[src/dmpm_pkg.sv]
// shared constants and types of the display memory pin mux
package dmpm_pkg;

  // register byte offsets on the axi4-lite slave
  localparam logic [7:0] DMPM_OFS_SEQ_CFG_A = 8'h00;
  localparam logic [7:0] DMPM_OFS_SEQ_CFG_D = 8'h04;
  localparam logic [7:0] DMPM_OFS_CTRL_36 = 8'h08;
  localparam logic [7:0] DMPM_OFS_MUX_CTRL = 8'h0c;
  localparam logic [7:0] DMPM_OFS_STRAPS = 8'h10;
  localparam logic [7:0] DMPM_OFS_PIN_STAT = 8'h14;

  // field positions
  localparam int DMPM_SEQA_ROW1_EN_BIT = 6;
  localparam int DMPM_SEQD_FEAT_EN_BIT = 0;
  localparam int DMPM_CONTROL_REG_36_OE1_OFF_BIT = 2;
  localparam int DMPM_MUX_LPB_BIT = 0;

  // reset values
  localparam logic [7:0] DMPM_SEQ_CFG_A_RST = 8'h00;
  localparam logic [7:0] DMPM_SEQ_CFG_D_RST = 8'h00;
  localparam logic [7:0] DMPM_CTRL_36_RST = 8'h00;
  localparam logic DMPM_MUX_LPB_RST = 1'b0;

  // bus widths
  localparam int DMPM_ADDR_W = 9;
  localparam int DMPM_PD_W = 64;
  localparam int DMPM_STRAP_W = 29;
  localparam int DMPM_GDB_W = 24;
  localparam int DMPM_CAS_W = 8;

  // axi response codes
  localparam logic [1:0] DMPM_RESP_OKAY = 2'b00;
  localparam logic [1:0] DMPM_RESP_SLVERR = 2'b10;

  // function on the shared strobe pin
  typedef enum logic [1:0] {
    DMPM_PIN_IDLE = 2'b00,
    DMPM_PIN_OE1 = 2'b01,
    DMPM_PIN_ROW1 = 2'b11
  } dmpm_pin_func_t;

  // memory control request from the cycle engine, active high
  typedef struct packed {
    logic [DMPM_ADDR_W-1:0] addr;
    logic row0;
    logic row1;
    logic [DMPM_CAS_W-1:0] cas;
    logic we;
    logic oe0;
    logic oe1;
  } dmpm_mem_req_t;

  // pixel data request from the cycle engine and general data bus
  typedef struct packed {
    logic [DMPM_PD_W-1:0] data;
    logic [DMPM_PD_W-1:0] oe;
  } dmpm_pd_req_t;

  typedef struct packed {
    logic [DMPM_GDB_W-1:0] data;
    logic [DMPM_GDB_W-1:0] oe;
    logic active;
  } dmpm_gdb_req_t;

endpackage : dmpm_pkg

[src/dmpm_pin_mux.sv]
// display memory pin mux: address, pixel data, strobes and shared pin
//
// The address map and the AXI4-Lite slave port were decided locally.
`timescale 1ns/1ps
`default_nettype none
module dmpm_pin_mux
  import dmpm_pkg::*;
(
  input wire logic sys_clk,
  input wire logic rst_b,
  // axi4-lite slave
  input wire logic [7:0] s_axi_awaddr,
  input wire logic s_axi_awvalid,
  output logic s_axi_awready,
  input wire logic [31:0] s_axi_wdata,
  input wire logic [3:0] s_axi_wstrb,
  input wire logic s_axi_wvalid,
  output logic s_axi_wready,
  output logic [1:0] s_axi_bresp,
  output logic s_axi_bvalid,
  input wire logic s_axi_bready,
  input wire logic [7:0] s_axi_araddr,
  input wire logic s_axi_arvalid,
  output logic s_axi_arready,
  output logic [31:0] s_axi_rdata,
  output logic [1:0] s_axi_rresp,
  output logic s_axi_rvalid,
  input wire logic s_axi_rready,
  // host bus configuration pin, high for pci, low for local bus
  input wire logic host_bus_pci,
  // requests from the memory cycle engine and general data bus
  input wire dmpm_mem_req_t mem_req,
  input wire dmpm_pd_req_t pd_req,
  input wire dmpm_gdb_req_t gdb_req,
  // display memory pins
  output logic [DMPM_ADDR_W-1:0] mem_addr_bus,
  input wire logic [DMPM_PD_W-1:0] pixel_data_bus_in,
  output logic [DMPM_PD_W-1:0] pixel_data_bus_out,
  output logic [DMPM_PD_W-1:0] pixel_data_bus_oe,
  output logic first_row_strobe_n,
  output logic [DMPM_CAS_W-1:0] col_strobe_n,
  output logic write_enable_n,
  output logic first_output_enable_n,
  output logic shared_pin_n,
  // returned data and status toward the core
  output logic [DMPM_PD_W-1:0] pixel_rd_data,
  output logic [DMPM_GDB_W-1:0] gdb_rd_data,
  output logic [DMPM_STRAP_W-1:0] strap_bits,
  output logic mem_limit_2mb
);

  // software registers
  logic [7:0] sequencer_config_a_reg;
  logic [7:0] sequencer_config_d_reg;
  logic [7:0] control_reg_36_reg;
  logic local_peripheral_bus_mode_reg;

  // axi state
  // ready flags are registered so every bus output comes straight from a flop
  logic awready_reg;
  logic wready_reg;
  logic aw_full_reg;
  logic w_full_reg;
  logic [7:0] awaddr_reg;
  logic [31:0] wdata_reg;
  logic [3:0] wstrb_reg;
  logic bvalid_reg;
  logic [1:0] bresp_reg;
  logic arready_reg;
  logic rvalid_reg;
  logic [31:0] rdata_reg;
  logic [1:0] rresp_reg;

  // pin side state
  // pixel and bus-type pins are asynchronous to sys_clk, hence the two-flop stages
  logic [DMPM_PD_W-1:0] pd_sync1_reg;
  logic [DMPM_PD_W-1:0] pd_sync2_reg;
  logic pci_sync1_reg;
  logic pci_sync2_reg;
  logic [DMPM_STRAP_W-1:0] strap_reg;
  logic [DMPM_ADDR_W-1:0] mem_addr_reg;
  logic [DMPM_PD_W-1:0] pd_out_reg;
  logic [DMPM_PD_W-1:0] pd_oe_reg;
  logic row0_n_reg;
  logic [DMPM_CAS_W-1:0] cas_n_reg;
  logic we_n_reg;
  logic oe0_n_reg;
  logic shared_n_reg;
  logic limit_reg;
  dmpm_pin_func_t pin_func_reg;
  dmpm_pin_func_t pin_func_next;

  // handshakes and write decode
  // the write commits only once address and data are both captured;
  // holding off while bvalid is up keeps one write in flight at a time
  wire aw_hs = s_axi_awvalid & awready_reg;
  wire w_hs = s_axi_wvalid & wready_reg;
  wire do_write = aw_full_reg & w_full_reg & ~bvalid_reg;
  wire b_done = bvalid_reg & s_axi_bready;
  wire ar_hs = s_axi_arvalid & arready_reg;
  wire r_done = rvalid_reg & s_axi_rready;
  wire wr_seq_a = do_write & (awaddr_reg == DMPM_OFS_SEQ_CFG_A) & wstrb_reg[0];
  wire wr_seq_d = do_write & (awaddr_reg == DMPM_OFS_SEQ_CFG_D) & wstrb_reg[0];
  wire wr_control_reg_36 = do_write & (awaddr_reg == DMPM_OFS_CTRL_36) & wstrb_reg[0];
  wire wr_mux = do_write & (awaddr_reg == DMPM_OFS_MUX_CTRL) & wstrb_reg[0];
  wire wr_hit = (awaddr_reg == DMPM_OFS_SEQ_CFG_A) | (awaddr_reg == DMPM_OFS_SEQ_CFG_D) |
                (awaddr_reg == DMPM_OFS_CTRL_36) | (awaddr_reg == DMPM_OFS_MUX_CTRL) |
                (awaddr_reg == DMPM_OFS_STRAPS) | (awaddr_reg == DMPM_OFS_PIN_STAT);

  // read decode; strap and pin status are read only
  // unmapped reads return zero with an error response rather than stale data
  wire rd_hit = (s_axi_araddr == DMPM_OFS_SEQ_CFG_A) | (s_axi_araddr == DMPM_OFS_SEQ_CFG_D) |
                (s_axi_araddr == DMPM_OFS_CTRL_36) | (s_axi_araddr == DMPM_OFS_MUX_CTRL) |
                (s_axi_araddr == DMPM_OFS_STRAPS) | (s_axi_araddr == DMPM_OFS_PIN_STAT);
  wire [31:0] pin_stat_word = {27'h0000000, limit_reg, pci_sync2_reg, 1'b0, pin_func_reg};
  wire [31:0] rd_word =
    (s_axi_araddr == DMPM_OFS_SEQ_CFG_A) ? {24'h000000, sequencer_config_a_reg} :
    (s_axi_araddr == DMPM_OFS_SEQ_CFG_D) ? {24'h000000, sequencer_config_d_reg} :
    (s_axi_araddr == DMPM_OFS_CTRL_36) ? {24'h000000, control_reg_36_reg} :
    (s_axi_araddr == DMPM_OFS_MUX_CTRL) ? {31'h00000000, local_peripheral_bus_mode_reg} :
    (s_axi_araddr == DMPM_OFS_STRAPS) ? {3'h0, strap_reg} :
    (s_axi_araddr == DMPM_OFS_PIN_STAT) ? pin_stat_word : 32'h00000000;

  // shared pin selection; the row strobe wins so two functions never meet
  // the bus type comes from the synchronised pin, so a change of host_bus_pci
  // reaches the shared pin three cycles later; it must not toggle in use
  wire feat_en = sequencer_config_d_reg[DMPM_SEQD_FEAT_EN_BIT];
  wire row1_ok = pci_sync2_reg & sequencer_config_a_reg[DMPM_SEQA_ROW1_EN_BIT];
  wire oe1_blocked = local_peripheral_bus_mode_reg & ~pci_sync2_reg;
  wire oe1_ok = ~control_reg_36_reg[DMPM_CONTROL_REG_36_OE1_OFF_BIT] & ~oe1_blocked;
  wire oe1_level = feat_en ? mem_req.oe1 : mem_req.oe0;

  // priority encoder for the shared pin function; idle parks the pin high
  always_comb
  begin
    if (row1_ok)
      pin_func_next = DMPM_PIN_ROW1;
    else if (oe1_ok)
      pin_func_next = DMPM_PIN_OE1;
    else
      pin_func_next = DMPM_PIN_IDLE;
  end

  // general data bus takes the low 24 pixel pins while gdb_req.active is set
  // only the low lanes can be taken over; the upper 40 stay with the pixel request
  wire [DMPM_PD_W-1:0] gdb_data_wide = {{(DMPM_PD_W-DMPM_GDB_W){1'b0}}, gdb_req.data};
  wire [DMPM_PD_W-1:0] gdb_oe_wide = {{(DMPM_PD_W-DMPM_GDB_W){1'b0}}, gdb_req.oe};
  wire [DMPM_PD_W-1:0] gdb_lane = {{(DMPM_PD_W-DMPM_GDB_W){1'b0}}, {DMPM_GDB_W{gdb_req.active}}};
  wire [DMPM_PD_W-1:0] pd_out_next = (gdb_lane & gdb_data_wide) | (~gdb_lane & pd_req.data);
  wire [DMPM_PD_W-1:0] pd_oe_next = (gdb_lane & gdb_oe_wide) | (~gdb_lane & pd_req.oe);

  // write address and data channels, taken in either order
  // awready and wready return only after the response is taken, which costs
  // one idle cycle between writes but needs no skid storage
  always_ff @(posedge sys_clk)
  begin
    if (!rst_b)
    begin
      awready_reg <= 1'b0;
      wready_reg <= 1'b0;
      aw_full_reg <= 1'b0;
      w_full_reg <= 1'b0;
      awaddr_reg <= 8'h00;
      wdata_reg <= 32'h00000000;
      wstrb_reg <= 4'h0;
      bvalid_reg <= 1'b0;
      bresp_reg <= DMPM_RESP_OKAY;
    end
    else
    begin
      if (aw_hs)
      begin
        aw_full_reg <= 1'b1;
        awaddr_reg <= s_axi_awaddr;
        awready_reg <= 1'b0;
      end
      else if (!aw_full_reg && !bvalid_reg)
        awready_reg <= 1'b1;
      if (w_hs)
      begin
        w_full_reg <= 1'b1;
        wdata_reg <= s_axi_wdata;
        wstrb_reg <= s_axi_wstrb;
        wready_reg <= 1'b0;
      end
      else if (!w_full_reg && !bvalid_reg)
        wready_reg <= 1'b1;
      if (do_write)
      begin
        aw_full_reg <= 1'b0;
        w_full_reg <= 1'b0;
        bvalid_reg <= 1'b1;
        bresp_reg <= wr_hit ? DMPM_RESP_OKAY : DMPM_RESP_SLVERR;
      end
      else if (b_done)
        bvalid_reg <= 1'b0;
    end
  end

  // read channel answers one cycle after the address is taken
  // rdata is captured at the address handshake, so a later register change
  // cannot alter a response that is already waiting
  always_ff @(posedge sys_clk)
  begin
    if (!rst_b)
    begin
      arready_reg <= 1'b0;
      rvalid_reg <= 1'b0;
      rdata_reg <= 32'h00000000;
      rresp_reg <= DMPM_RESP_OKAY;
    end
    else if (ar_hs)
    begin
      arready_reg <= 1'b0;
      rvalid_reg <= 1'b1;
      rdata_reg <= rd_word;
      rresp_reg <= rd_hit ? DMPM_RESP_OKAY : DMPM_RESP_SLVERR;
    end
    else if (r_done)
    begin
      rvalid_reg <= 1'b0;
      arready_reg <= 1'b1;
    end
    else if (!rvalid_reg)
      arready_reg <= 1'b1;
  end

  // configuration registers; only byte lane 0 holds data
  // the other byte lanes hold no bits and their strobes are ignored
  always_ff @(posedge sys_clk)
  begin
    if (!rst_b)
    begin
      sequencer_config_a_reg <= DMPM_SEQ_CFG_A_RST;
      sequencer_config_d_reg <= DMPM_SEQ_CFG_D_RST;
      control_reg_36_reg <= DMPM_CTRL_36_RST;
      local_peripheral_bus_mode_reg <= DMPM_MUX_LPB_RST;
    end
    else
    begin
      if (wr_seq_a)
        sequencer_config_a_reg <= wdata_reg[7:0];
      if (wr_seq_d)
        sequencer_config_d_reg <= wdata_reg[7:0];
      if (wr_control_reg_36)
        control_reg_36_reg <= wdata_reg[7:0];
      if (wr_mux)
        local_peripheral_bus_mode_reg <= wdata_reg[DMPM_MUX_LPB_BIT];
    end
  end

  // two-stage synchronisers for pins from outside the clock domain
  always_ff @(posedge sys_clk)
  begin
    pd_sync1_reg <= pixel_data_bus_in;
    pd_sync2_reg <= pd_sync1_reg;
    pci_sync1_reg <= host_bus_pci;
    pci_sync2_reg <= pci_sync1_reg;
  end

  // straps follow the pins for the whole reset and hold the last value;
  // a short reset shorter than the sync delay may catch stale levels
  always_ff @(posedge sys_clk)
  begin
    if (!rst_b)
      strap_reg <= pd_sync2_reg[DMPM_STRAP_W-1:0];
  end

  // registered memory pins; strobes idle high, pixel bus released in reset
  // the shared pin follows the next function so level and function switch together;
  // a register write that changes the function reaches the pin one cycle later
  always_ff @(posedge sys_clk)
  begin
    if (!rst_b)
    begin
      mem_addr_reg <= {DMPM_ADDR_W{1'b0}};
      pd_out_reg <= {DMPM_PD_W{1'b0}};
      pd_oe_reg <= {DMPM_PD_W{1'b0}};
      row0_n_reg <= 1'b1;
      cas_n_reg <= {DMPM_CAS_W{1'b1}};
      we_n_reg <= 1'b1;
      oe0_n_reg <= 1'b1;
      shared_n_reg <= 1'b1;
      pin_func_reg <= DMPM_PIN_IDLE;
      limit_reg <= 1'b1;
    end
    else
    begin
      mem_addr_reg <= mem_req.addr;
      pd_out_reg <= pd_out_next;
      pd_oe_reg <= pd_oe_next;
      row0_n_reg <= ~mem_req.row0;
      cas_n_reg <= ~mem_req.cas;
      we_n_reg <= ~mem_req.we;
      oe0_n_reg <= ~mem_req.oe0;
      pin_func_reg <= pin_func_next;
      limit_reg <= ~row1_ok;
      case (pin_func_next)
        DMPM_PIN_ROW1: shared_n_reg <= ~mem_req.row1;
        DMPM_PIN_OE1: shared_n_reg <= ~oe1_level;
        default: shared_n_reg <= 1'b1;
      endcase
    end
  end

  // outputs straight from flops
  // status and read data mirror registered state, never raw pins
  assign s_axi_awready = awready_reg;
  assign s_axi_wready = wready_reg;
  assign s_axi_bvalid = bvalid_reg;
  assign s_axi_bresp = bresp_reg;
  assign s_axi_arready = arready_reg;
  assign s_axi_rvalid = rvalid_reg;
  assign s_axi_rdata = rdata_reg;
  assign s_axi_rresp = rresp_reg;
  assign mem_addr_bus = mem_addr_reg;
  assign pixel_data_bus_out = pd_out_reg;
  assign pixel_data_bus_oe = pd_oe_reg;
  assign first_row_strobe_n = row0_n_reg;
  assign col_strobe_n = cas_n_reg;
  assign write_enable_n = we_n_reg;
  assign first_output_enable_n = oe0_n_reg;
  assign shared_pin_n = shared_n_reg;
  assign pixel_rd_data = pd_sync2_reg;
  assign gdb_rd_data = pd_sync2_reg[DMPM_GDB_W-1:0];
  assign strap_bits = strap_reg;
  assign mem_limit_2mb = limit_reg;

endmodule : dmpm_pin_mux
`default_nettype wire

[config.mk]
export PLATFORM = sky130hd
export DESIGN_NAME = dmpm_pin_mux
export DESIGN_NICKNAME = d
export VERILOG_FILES = /design/src/dmpm_pkg.sv /design/src/dmpm_pin_mux.sv
export SDC_FILE = /design/constraint.sdc
export NUM_CORES = 1
export LEC_CHECK = 0
export BUFFER_PORTS_ARGS = -buffer_cell sky130_fd_sc_hd__buf_2
export CAP_MARGIN = 30
export CORE_AREA = 2 2 246 248
export DETAILED_ROUTE_END_ITERATION = 6
export DIE_AREA = 0 0 248 250
export MAX_ROUTING_LAYER = met4
export PLACE_DENSITY = 0.49
export SYNTH_ARGS = -nofsm -noshare
export SYNTH_HDL_FRONTEND = slang
export SYNTH_SLANG_ARGS = --single-unit
[constraint.sdc]
create_clock -name sys_clk -period 2.1 [get_ports sys_clk]
set_clock_uncertainty 0.05 [all_clocks]
set_input_delay 0.105 -clock sys_clk [delete_from_list [all_inputs] [get_ports sys_clk]]
set_output_delay 0.105 -clock sys_clk [all_outputs]
set_load 0.005 [all_outputs]
Word level (Yosys, flattened, before mapping). Cells that the tools add are included.

Register bits: 396. Memories: 0. Latch bits: 0. Memory bits (writable): 0. Bits of input ports: 323. Logic and storage cells: 123. ROM bits: 0. Output and inout bits: 308.

Multiplexer cells: 18. $mul: 0. $add $sub $neg: 0. Reduce and logical (&&, ||, !) cells: 13. Divide/modulo/power cells: 0. Bitwise logic cells: 47. Order comparisons: 0. Equal/unequal tests: 13. Shifts and indexed selects: 0.

Operators with widths (number): 2-to-1 mux 29 bit (5); bitwise AND 64 bit (2); bitwise OR 24 x 64 -> 64 bit (2); NOT 24 -> 64 bit (1); bitwise AND 24 bit (2); equality test 8 x 4 -> 1 bit, second input constant (4); equality test 8 x 5 -> 1 bit, second input constant (4); bitwise AND 1 bit (18); equality test 8 x 3 -> 1 bit, second input constant (2); logical NOT 8 bit (2); NOT 1 bit (11); bitwise OR 1 bit (10); 2-to-1 mux 1 bit (8); NOT 8 bit (1); OR reduction 2 bit (4); 2-to-1 mux 2 bit (3); 2-to-1 mux 5 bit (1); nonzero test 2 bit (2); logical NOT 1 bit (3); equality test 2 x 1 -> 1 bit, second input constant (1); equality test 2 bit, second input constant (1); logical AND 1 bit (2); != test 2 x 1 -> 1 bit, second input constant (1); one-hot mux 1 bit (2 select lines) (1).

Longest topological paths before layout. Gate-level depths: netlist of the first run.

Word-level depth: 8. Gate-level depth with buffers: 6. Depth with buffers taken out: 4.

Worst setup path before layout of the first run. No wires, ideal clock.

Path type: reg-to-reg. From: register awaddr_reg[0]. To: register control_reg_36_reg[0]. Setup slack: 0.137 ns. Stages on the path, launching flop included: 6. Data required time: 1.922 ns. Data arrival time: 1.786 ns. Clock period less this slack: 1.963 ns. Buffers on the path: 1. Library setup time: 0.128 ns. Cells stage by stage: dfxtp_1 -> or4_4 -> buf_6 -> nor4_4 -> mux2i_1 -> nor2_1.

Word-level cells in the longest chain between the ends: 3.

Ends and longest elaborated chain: from (decl) (RTL line dmpm_pin_mux.sv:64) `logic [7:0] awaddr_reg;`; from (signal assigned) (RTL line dmpm_pin_mux.sv:174) `awaddr_reg <= s_axi_awaddr;`; equality test 8 x 4 -> 1 bit (RTL line dmpm_pin_mux.sv:104) `wire wr_control_reg_36 = do_write & (awaddr_reg == DMPM_OFS_CTRL_36) & wstrb_reg[0];`; bitwise AND 1 bit (2 in series) (RTL line dmpm_pin_mux.sv:104); to (signal assigned) (RTL line dmpm_pin_mux.sv:246) `control_reg_36_reg <= wdata_reg[7:0];`; to (decl) (RTL line dmpm_pin_mux.sv:55) `logic [7:0] control_reg_36_reg;`.

No other way between the ends. A chain may end at the register's enable or synchronous reset.

Worst setup path in the final report of the first run.
From: input s_axi_araddr[6]. To: register rdata_reg[10], in the netlist s_axi_rdata[10].

Word-level cells in the longest chain between the ends: 6. Elaborated cells on any way between the ends: 10. Classes of those cells: eq/ne: 4; mux: 5; reduce/logical: 1.

Ends and longest elaborated chain: from (decl) (RTL line dmpm_pin_mux.sv:22) `input wire logic [7:0] s_axi_araddr,`; equality test 8 x 5 -> 1 bit (RTL line dmpm_pin_mux.sv:121) `(s_axi_araddr == DMPM_OFS_STRAPS) ? {3'h0, strap_reg} :`; 2-to-1 mux 29 bit (RTL line dmpm_pin_mux.sv:121); 2-to-1 mux 29 bit (RTL line dmpm_pin_mux.sv:120) `(s_axi_araddr == DMPM_OFS_MUX_CTRL) ? {31'h00000000, local_peripheral_bus_mode_reg} :`; 2-to-1 mux 29 bit (RTL line dmpm_pin_mux.sv:119) `(s_axi_araddr == DMPM_OFS_CTRL_36) ? {24'h000000, control_reg_36_reg} :`; 2-to-1 mux 29 bit (RTL line dmpm_pin_mux.sv:118) `(s_axi_araddr == DMPM_OFS_SEQ_CFG_D) ? {24'h000000, sequencer_config_d_reg} :`; 2-to-1 mux 29 bit (*) (RTL line dmpm_pin_mux.sv:117) `(s_axi_araddr == DMPM_OFS_SEQ_CFG_A) ? {24'h000000, sequencer_config_a_reg} :`; to (signal assigned) (RTL line dmpm_pin_mux.sv:216) `rdata_reg <= rd_word;`; to (decl) (RTL line dmpm_pin_mux.sv:71) `logic [31:0] rdata_reg;`.

Every way passes the cells marked *; elsewhere a longest branch is shown, timed or not.

==> results of run 1 <==
==> worst min path at each step <==
stage                          start                     endpoint  slack, ps  depth (start not counted)
2_1_floorplan           host_bus_pci        pci_sync1_reg$_DFF_P_         80                          0
6_report             s_axi_araddr[2]  s_axi_rdata[3]$_SDFFE_PN0P_         60                          4
3_3_place_gp   pixel_data_bus_in[43]     pd_sync1_reg[43]$_DFF_P_        160                          1
5_1_grt              s_axi_araddr[2]  s_axi_rdata[7]$_SDFFE_PN0P_         60                          4
3_5_place_dp   pixel_data_bus_in[38]     pd_sync1_reg[38]$_DFF_P_        160                          1
4_1_cts              s_axi_araddr[2]  s_axi_rdata[7]$_SDFFE_PN0P_          1                          4
==> synth_stat cells, drive strengths merged (3+ instances only) <==
library cell | instances | area share [%]
dfxtp | 362 | 64
and2 | 90 | 5.0
nor2 | 86 | 2.9
mux2i | 79 | 7.0
nand2 | 50 | 1.7
clkbuf | 38 | 1.3
buf | 34 | 2.2
edfxtp | 29 | 7.7
a21oi | 27 | 1.2
a22o | 22 | 1.7
o21ai | 19 | 0.84
nand3 | 10 | 0.44
inv | 8 | 0.27
nand2b | 8 | 0.44
nor4 | 6 | 0.73
a32oi | 4 | 0.31
nor3 | 4 | 0.18
nor3b | 4 | 0.27
a22oi | 3 | 0.20
==> power groups by stage <==
stage	registers, uW	clock network (uW)	logic, uW
2_1_floorplan	8180	0	377
3_3_place_gp	8180	0	1070
3_5_place_dp	8190	0	1070
4_1_cts	8030	8230	1550
5_1_grt	8060	8520	1680
6_report	8020	7900	1550
==> routing by layer <==
metal	share of wire [%]	wire length (um)	global-route usage [%]	vias up
li1	-	-	-	4754
met1	41	16400	14.4	4634
met2	49	19600	20.4	344
met3	7.6	3070	3.88	83
met4	3.1	1250	5.06	0
met5	0	0	-	-
==> critical path, cell delays in order <==
cell and delay, ps:
dlygate4sd3_1 590, buf_2 150, nor3_1 200, dlygate4sd3_1 590, nand2_1 120, nor4_4 180, buf_4 180, clkbuf_4 240
a22o_1 150
==> logic make-up after synthesis <==
| group | share of synthesized area, % |
|---|---|
| mux | 7.02 |
| simple gates | 12.5 |
| compound gates | 4.70 |
| other cells | 0.0333 |
| buf+inv | 3.72 |
| flops | 72.0 |
==> area by class of cell <==
type,count,area (um^2)
clock inverters,21,239
repair buffers,913,6160
multi-input cells,435,2780
inverters,8,32.5
fillers,5928,40000
clock buffers,59,1260
flip-flops and latches,391,8120
diodes,8,20.0
well taps,782,978
==> metrics by stage <==
step	instance area, um^2	instances
final	19600	2617
after global routing	19600	2617
after CTS	19500	2607
after detailed placement	15000	2227
after global placement	15000	2227
after floorplan	11300	906
==> timing repair <==
| action | in CTS | in global routing |
|---|---|---|
| hold endpoints to repair | 252 | 0 |
| endpoints found under the setup margin | 0 | 21 |
| buffers inserted | 0 | 1 |
| hold buffers | 300 | 0 |
| resized for setup | 0 | 3 |
==> flow_metrics.tcl, run 1 <==
set metrics [dict create \
    grt_pass1_wl_um 57800 \
    final_cell_mix "buf_2, dfxtp_1, dlygate4sd3_1" \
    wire_per_inst_um 15.4 \
    cts_max_level 2 \
    worstReg2RegStart "awaddr_reg[0]$_SDFFE_PN0P_" \
    maxSlewViolCount 0 \
    avgViaCountPerCell 3.75 \
    synth-main-ff-cell "dfxtp_1" \
    yosysWarnings 0 \
    synth_edf_count 29 \
    insertion_delay_ps 590 \
    postRouteAntennaNets 0 \
    drt-pass1-iter-count 4 \
    pwr-share-seq_pct 45.9 \
    drt_first_iter_violations 367 \
    total_power_uw 17500 \
    clock_sinks 391 \
    drv_cap 0 \
    cp-startpoint "s_axi_araddr[6]" \
    async_reset_ff_share_pct 0 \
    final_layout_size_suffix_gt1_share_pct 38.0 \
    clock_power_share_pct 45.2 \
    worst_hold_slack_ps 60.7 \
    die-area_um2 62000 \
    wl_um 40400 \
    die-width_um 248 \
    fin_util_pct 32.9 \
    p_comb_share_pct 8.9 \
    min_path_type "in -> reg" \
    place_ws_ps 207 \
    status "completed" \
    first_global_vias 10215 \
    syn-cell-area_um2 11300 \
    finalCriticalPeriod_ps 2030 \
    synthToLayoutAreaGrowth_pct 73.8 \
    max-slew-margin-rel_pct 56.4 \
    core_um2 59600 \
    p_per_area_nw_per_um2 892 \
    dp_hpwl_um 27800 \
    r2r_setup_slack_ps 200 \
    critPathMaxFanout 10 \
    ios 631 \
    clk_pin_slew_worst_paths_ps 70 \
    grt_use_total_pct 12.6 \
    crit_path_start_kind "input port" \
    finalWorstSetupSlack_ps 66.6 \
    fin_nets 2116 \
    via_count 9815 \
    fmax_mhz 492 \
    start_util_pct 18.9 \
    p_int_uw 13400 \
    setup_viol 0 \
    power.share.switching_pct 23.1 \
    r2r_cells 5 \
    max-vdd-ir-drop_v 0.000652 \
    crit_required_ps 2580 \
    gp_congestion 0.846 \
    drcViolationCount 0 \
    cts-root-buf "clkbuf_16" \
    row_count 90 \
    switchingPower_uw 4030 \
    avgSynthCellArea_um2 12.5 \
    cts_tree "done" \
    numCtsBuffers 44 \
    crit_arrival_ps 2510 \
    cp-end-kind "flop" \
    mostFrequentLayoutCell "buf_2" \
    synth_cells 902 \
    post-route-period-util_pct 96.8 \
    leakage_uw 0.00891 \
    die_h_um 250 \
    grt_max_degree 104 \
    path_class "in -> reg" \
    antenna_found_initial 9 \
    clk_path_buf_depth 3 \
    hold_viol_final 0 \
    yosysSeqAreaShare_pct 72.0 \
    io_buffers 598 \
    ys_ff_latch 391 \
    crit_end "s_axi_rdata[10]$_SDFFE_PN0P_" \
    grt_overflow 0 \
    synth_cell_type_count 40 \
    r2r_end "sequencer_config_a_reg[2]$_SDFFE_PN0P_" \
    worst_slew_pin_slew_ps 653 \
    fin_tns_setup_ps 0 \
]
Note: power is estimated with default switching activity, not from simulation.
==> run 2, diff against run 1 <==
--- a/config.mk
+++ b/config.mk
@@ -5,13 +5,14 @@
 export SDC_FILE = /design/constraint.sdc
 export NUM_CORES = 1
 export LEC_CHECK = 0
+export ABC_AREA = 1
 export BUFFER_PORTS_ARGS = -buffer_cell sky130_fd_sc_hd__buf_2
 export CAP_MARGIN = 30
 export CORE_AREA = 2 2 246 248
 export DETAILED_ROUTE_END_ITERATION = 6
 export DIE_AREA = 0 0 248 250
 export MAX_ROUTING_LAYER = met4
-export PLACE_DENSITY = 0.49
+export PLACE_DENSITY = 0.5
 export SYNTH_ARGS = -nofsm -noshare
 export SYNTH_HDL_FRONTEND = slang
 export SYNTH_SLANG_ARGS = --single-unit
==> run 2 against run 1 <==
Critical path depth shrank 1. Sequential share of layout area fell by 0.56 points. First-iteration DRC count rose by 3.8%.
==> flow_metrics.tcl, run 2 <==
set metrics [dict create \
    maxSlewViolCount 0 \
    syn-cell-area_um2 11500 \
    critPathMaxFanout 3 \
    synthAdderAreaFrac_pct 0 \
    drt_first_iter_violations 381 \
    synth-main-ff-cell "dfxtp_1" \
    insertion_delay_ps 550 \
    yosysWarnings 0 \
    synth-xor-area-share_pct 0 \
    synth.most_common_cell "dfxtp_1" \
    place_ws_ps 509 \
    synthMuxAreaShare_pct 0 \
    synth_cell_type_count 30 \
    dp.cells 2483 \
    via_count 10969 \
    critPathTopFamily "buffers and inverters" \
    dp_hpwl_um 28600 \
    clock_sinks 391 \
    path_cells "dlygate4sd3_1 -> buf_2 -> nor2_1 -> dlygate4sd3_1 -> nand3_1 -> dlygate4sd3_1 -> o21ai_0 -> o21ai_1" \
    fmax_mhz 486 \
    postRouteAntennaNets 0 \
    leakage_uw 0.00990 \
    wl_um 41500 \
    final_layout_size_suffix_gt1_share_pct 34.0 \
    finalCriticalPeriod_ps 2060 \
    hold_viol_final 0 \
    max-vdd-ir-drop_v 0.000635 \
    gp_congestion 0.867 \
    cts-root-buf "clkbuf_16" \
    core_um2 59600 \
    avgSynthCellArea_um2 9.97 \
    r2r_end "awaddr_reg[7]$_SDFFE_PN0P_" \
    hold_path_startpoint "s_axi_araddr[3]" \
    stdcell_count 2881 \
    cp_slowest_cell "dlygate4sd3_1" \
    synth_top_family_by_area "simple AND/OR/NAND/NOR gates" \
    die-area_um2 62000 \
    mostFrequentLayoutCell "buf_2" \
    ys_top_cells_by_count "dfxtp_1, nand2_1, inv_1" \
    post-route-period-util_pct 98.0 \
    clk_pin_slew_worst_paths_ps 60 \
    die-width_um 248 \
    worstHoldPathCells 6 \
    drt-pass1-iter-count 5 \
    first_global_vias 11302 \
    path_class "in -> reg" \
    async_reset_ff_share_pct 0 \
    slowest_delay_ps 610 \
    rsz0062_at_grt "false" \
    synth_area_leaders "dfxtp_1, edfxtp_1, nand2_1" \
    ios 631 \
    avgViaCountPerCell 3.81 \
    total_power_uw 16900 \
    min_path_type "in -> reg" \
    p_per_area_nw_per_um2 853 \
    path_buf_inv 4 \
    final_cell_mix "buf_2, dfxtp_1, dlygate4sd3_1" \
    finalWorstSetupSlack_ps 41.9 \
    yosysTopAreaCellShare_pct 62.7 \
    ys_ff_latch 391 \
    cp-end-kind "flop" \
    cts_max_level 2 \
    fin_tns_setup_ps 0 \
    antenna_found_initial 5 \
    grt_pass1_wl_um 60400 \
    r2r_setup_slack_ps 290 \
    synth_edf_count 29 \
    synth-simple-area-share_pct 11.8 \
    drv_cap 0 \
    row_count 90 \
    hold_end "s_axi_rdata[4]$_SDFFE_PN0P_" \
    grt_max_degree 87 \
    grt_overflow 0 \
    crit_path_start_kind "input port" \
    setup_viol 0 \
    grt_use_total_pct 12.9 \
    clk_path_buf_depth 3 \
    synthToLayoutAreaGrowth_pct 71.9 \
    crit_arrival_ps 2450 \
    io_buffers 598 \
    fillers 5994 \
    numCtsBuffers 43 \
    start_util_pct 19.4 \
    status "completed" \
    die_h_um 250 \
    fin_nets 2386 \
    cp_common_cell "dlygate4sd3_1" \
    yosys.area.top_type "dfxtp_1" \
    wire_per_inst_um 14.4 \
    synth_compound_area_share_pct 8.77 \
    worstReg2RegStart "s_axi_awready$_SDFFE_PP0P_" \
    synth_cells 1159 \
    drcViolationCount 0 \
    cts_tree "done" \
    crit_required_ps 2490 \
    yosysSeqAreaShare_pct 70.3 \
    r2r_cells 4 \
]
run 2: cell types whose count changed in the layout (fill, tap and decap cells not counted), sizes merged, moves of 8 or more:
| cell | previous run | this run |
|---|---|---|
| inv | 14 | 169 |
| and2 | 90 | 0 |
| nand2b | 8 | 0 |
| o21ai | 19 | 131 |
| a22o | 22 | 0 |
| a21oi | 27 | 50 |
| nor2 | 86 | 140 |
| dlygate4sd3 | 300 | 312 |
| mux2i | 79 | 0 |
| nand2 | 50 | 175 |
| nand3 | 10 | 22 |
run 2: per-layer routing:
| metal | global-route usage [%] | share of wire, % | vias up |
|---|---|---|---|
| li1 | - | - | 5359 |
| met1 | 13.8 | 39 | 4994 |
| met2 | 22.4 | 50 | 509 |
| met3 | 3.30 | 7.6 | 107 |
| met4 | 5.47 | 3.7 | 0 |
| met5 | - | 0 | - |
run 2: stage by stage:
stage                     util, %  hold WS, ps  area [um^2]
final                        33.3         50.0        19900
after CTS                    33.2         2.91        19800
after global routing         33.3         71.7        19900
after global placement       25.6          159        15300
after floorplan                 -         82.7        11600
after detailed placement     25.6          159        15300
run 2: worst register-to-register path: cells and delay by family (launching register included):
kind | cells | cell delay, ps
AO/OA/AOI/OAI | 2 | 360
flip-flops | 1 | 360
buffers and inverters | 1 | 610
AND/OR/NAND/NOR | 1 | 310
run 2: logic make-up after synthesis:
family	Yosys count
compound gates	185
buf+inv	240
simple gates	342
flops	391
other cells	1
run 2: final cells by class:
type                    instances  area (um^2)  area share [%]
diodes                          3         7.51          0.0378
clock buffers                  65         1260            6.35
clock inverters                13          111           0.561
inverters                     169          638            3.21
multi-input cells             533         2410            12.1
flip-flops and latches        391         8120            40.9
well taps                     782          978            4.93
repair buffers                925         6330            31.9
run 2: power by group:
part           switching, uW  total, uW  internal, uW
combinational            710       1640           931
sequential               144       8030          7880
clock                   2990       7270          4270
run 2: how the worst max path moves through the flow:
stage,start,end,cells past startpoint
2_1_floorplan,s_axi_bvalid$_SDFFE_PN0P_,control_reg_36_reg[5]$_SDFFE_PN0P_,7
3_3_place_gp,rst_b,s_axi_rdata[28]$_SDFFE_PN0P_,5
3_5_place_dp,rst_b,s_axi_rdata[28]$_SDFFE_PN0P_,5
4_1_cts,rst_b,pixel_data_bus_oe[12]$_SDFF_PN0_,7
5_1_grt,s_axi_araddr[0],s_axi_rresp[1]$_SDFFE_PN0P_,8
6_report,s_axi_araddr[0],s_axi_rresp[1]$_SDFFE_PN0P_,8
run 2: what timing repair did:
item,4_1_cts,5_1_grt
setup buffers,0,1
endpoints found under the hold margin,250,0
endpoints found under the setup margin,0,7
hold buffers,313,0
resized for setup,0,5
==> run 3, diff against run 2 <==
--- a/config.mk
+++ b/config.mk
@@ -8,9 +8,9 @@
 export ABC_AREA = 1
 export BUFFER_PORTS_ARGS = -buffer_cell sky130_fd_sc_hd__buf_2
 export CAP_MARGIN = 30
-export CORE_AREA = 2 2 246 248
+export CORE_AREA = 2 2 245 247
 export DETAILED_ROUTE_END_ITERATION = 6
-export DIE_AREA = 0 0 248 250
+export DIE_AREA = 0 0 247 249
 export MAX_ROUTING_LAYER = met4
 export PLACE_DENSITY = 0.5
 export SYNTH_ARGS = -nofsm -noshare
==> run 3 against run 2 <==
First-iteration DRC count grew 11%. Combinational power is essentially flat. Maximum frequency grew 0.11%.
==> flow_metrics.tcl, run 3 (synthesis gave the netlist of run 2 again) <==
set metrics [dict create \
    wire_per_inst_um 14.1 \
    p_per_area_nw_per_um2 865 \
    path_class "in -> reg" \
    p_int_uw 13300 \
    io_buffers 598 \
    final_cell_mix "buf_2, dfxtp_1, dlygate4sd3_1" \
    final_layout_size_suffix_gt1_share_pct 34.0 \
    grt_use_total_pct 13.0 \
    cts_max_level 2 \
    cp_common_cell "dlygate4sd3_1" \
    maxSlewViolCount 0 \
    cts-root-buf "clkbuf_16" \
    critPathTopFamily "buffers and inverters" \
    hold_viol_final 0 \
    pwr-share-seq_pct 46.8 \
    cp_slowest_cell "dlygate4sd3_1" \
    grt_pass1_wl_um 60700 \
    clock_power_share_pct 43.8 \
    drv_cap 0 \
    power.share.switching_pct 22.5 \
    postCtsSetupBuffers 0 \
    via_count 10997 \
    place_area_um2 15200 \
    p_comb_share_pct 9.4 \
    post-route-period-util_pct 97.9 \
    drcViolationCount 0 \
    fin_area_um2 19800 \
    multiInputGateArea_um2 2410 \
    grt_max_degree 90 \
    cts_tree "done" \
    row_count 89 \
    die-width_um 247 \
    postRouteAntennaNets 0 \
    setup_viol 0 \
    dp_hpwl_um 28300 \
    die-area_um2 61500 \
    max-vdd-ir-drop_v 0.000620 \
    dp.cells 2476 \
    critPathMaxFanout 11 \
    r2r_cells 4 \
    finalCriticalPeriod_ps 2060 \
    worst_slew_pin_slew_ps 582 \
    min_path_type "in -> reg" \
    path_buf_inv 4 \
    rsz0062_at_grt "false" \
    insertion_delay_ps 550 \
    critical_path_depth 8 \
    worstHoldPathCells 7 \
    first_global_vias 11569 \
    seq_area_um2 8120 \
    drt-pass1-iter-count 5 \
    clk_pin_slew_worst_paths_ps 60 \
    cp-end-kind "flop" \
    gp_congestion 0.864 \
    slowest_delay_ps 550 \
    avgViaCountPerCell 3.83 \
    start_util_pct 19.7 \
    fillers 5876 \
    core_um2 58700 \
    fin_nets 2387 \
    wl_um 40600 \
    max-slew-margin-rel_pct 60.8 \
    die_h_um 249 \
    total_power_uw 17200 \
    crit_arrival_ps 2490 \
    mostFrequentLayoutCell "buf_2" \
    grt_overflow 0 \
    synthToLayoutAreaGrowth_pct 71.7 \
    status "completed" \
    crit_required_ps 2530 \
    crit_path_start_kind "input port" \
    fin_tns_setup_ps 0 \
    ios 631 \
    switchingPower_uw 3850 \
    drt_first_iter_violations 423 \
    leakage_uw 0.00988 \
    antenna_found_initial 4 \
    numCtsBuffers 45 \
    path_cells "dlygate4sd3_1 -> buf_2 -> nor2_1 -> dlygate4sd3_1 -> nand2_1 -> clkinvlp_4 -> nand3_2 -> o21ai_2" \
    fmax_mhz 486 \
    clk_path_buf_depth 3 \
    clock_sinks 391 \
    stdcell_count 2874 \
]
==> run 3: cell types whose count changed in the layout (fill, tap and decap cells not counted), moves of 2 or more <==
cell / previous run / this run
buf_4: 9 / 11
clkbuf_1: 13 / 11
clkinv_1: 1 / 3
inv_6: 2 / 0
==> run 3: through the flow <==
step                setup WS (ps)  utilization [%]  hold WS (ps)
finish                       44.1             33.8          69.1
global route                 5.13             33.8          73.4
CTS                           141             33.8          23.7
detailed placement            471             26.0           159
global placement              495             26.0           158
floorplan                     815                -          82.7
==> run 3: path summary, 6_finish.rpt <==
path,start,to,slack (ps)
setup reg to reg,s_axi_awready$_SDFFE_PP0P_,awaddr_reg[2]$_SDFFE_PN0P_,350
hold reg to reg,pd_sync1_reg[7]$_DFF_P_,pixel_rd_data[7]$_DFF_P_,260
setup / recovery,s_axi_araddr[7],s_axi_rdata[19]$_SDFFE_PN0P_,40
hold / removal,s_axi_araddr[0],s_axi_rdata[4]$_SDFFE_PN0P_,70
==> run 3: layer usage <==
layer / vias up / wire [um] / track usage (%)
met4: 0 / 1900 / 6.49
met3: 106 / 3210 / 3.47
met5: - / 0 / -
li1: 5354 / - / -
met2: 498 / 20300 / 22.5
met1: 5039 / 15300 / 13.4
==> run 3: tightest hold or removal path, stage by stage <==
cell and delay, ps:
buf_2 90, nor2_1 60, a21oi_1 120, nand3_1 80
nand4_1 80, nand2_1 50, nand2_1 50
==> run 3: power groups by stage <==
stage	clock network [uW]	registers (uW)	logic, uW
3_5_place_dp	0	8190	1110
3_3_place_gp	0	8180	1100
4_1_cts	7800	8030	1590
6_report	7520	8030	1610
2_1_floorplan	0	8190	380
5_1_grt	8150	8060	1770
==> run 3: repair_timing <==
item / in CTS / in global routing
hold endpoints to repair: 240 / 0
resized for setup: 0 / 1
hold buffers: 313 / 0
setup endpoints to repair: 0 / 2
==> run 3: area by class of cell <==
class | instances | share of cell area [%]
Clock buffer | 64 | 6.50
Clock inverter | 16 | 0.726
Timing Repair Buffer | 924 | 31.5
Tap cell | 773 | 4.88
Sequential cell | 391 | 40.9
Inverter | 169 | 3.22
Antenna cell | 4 | 0.0505
Multi-Input combinational cell | 533 | 12.2
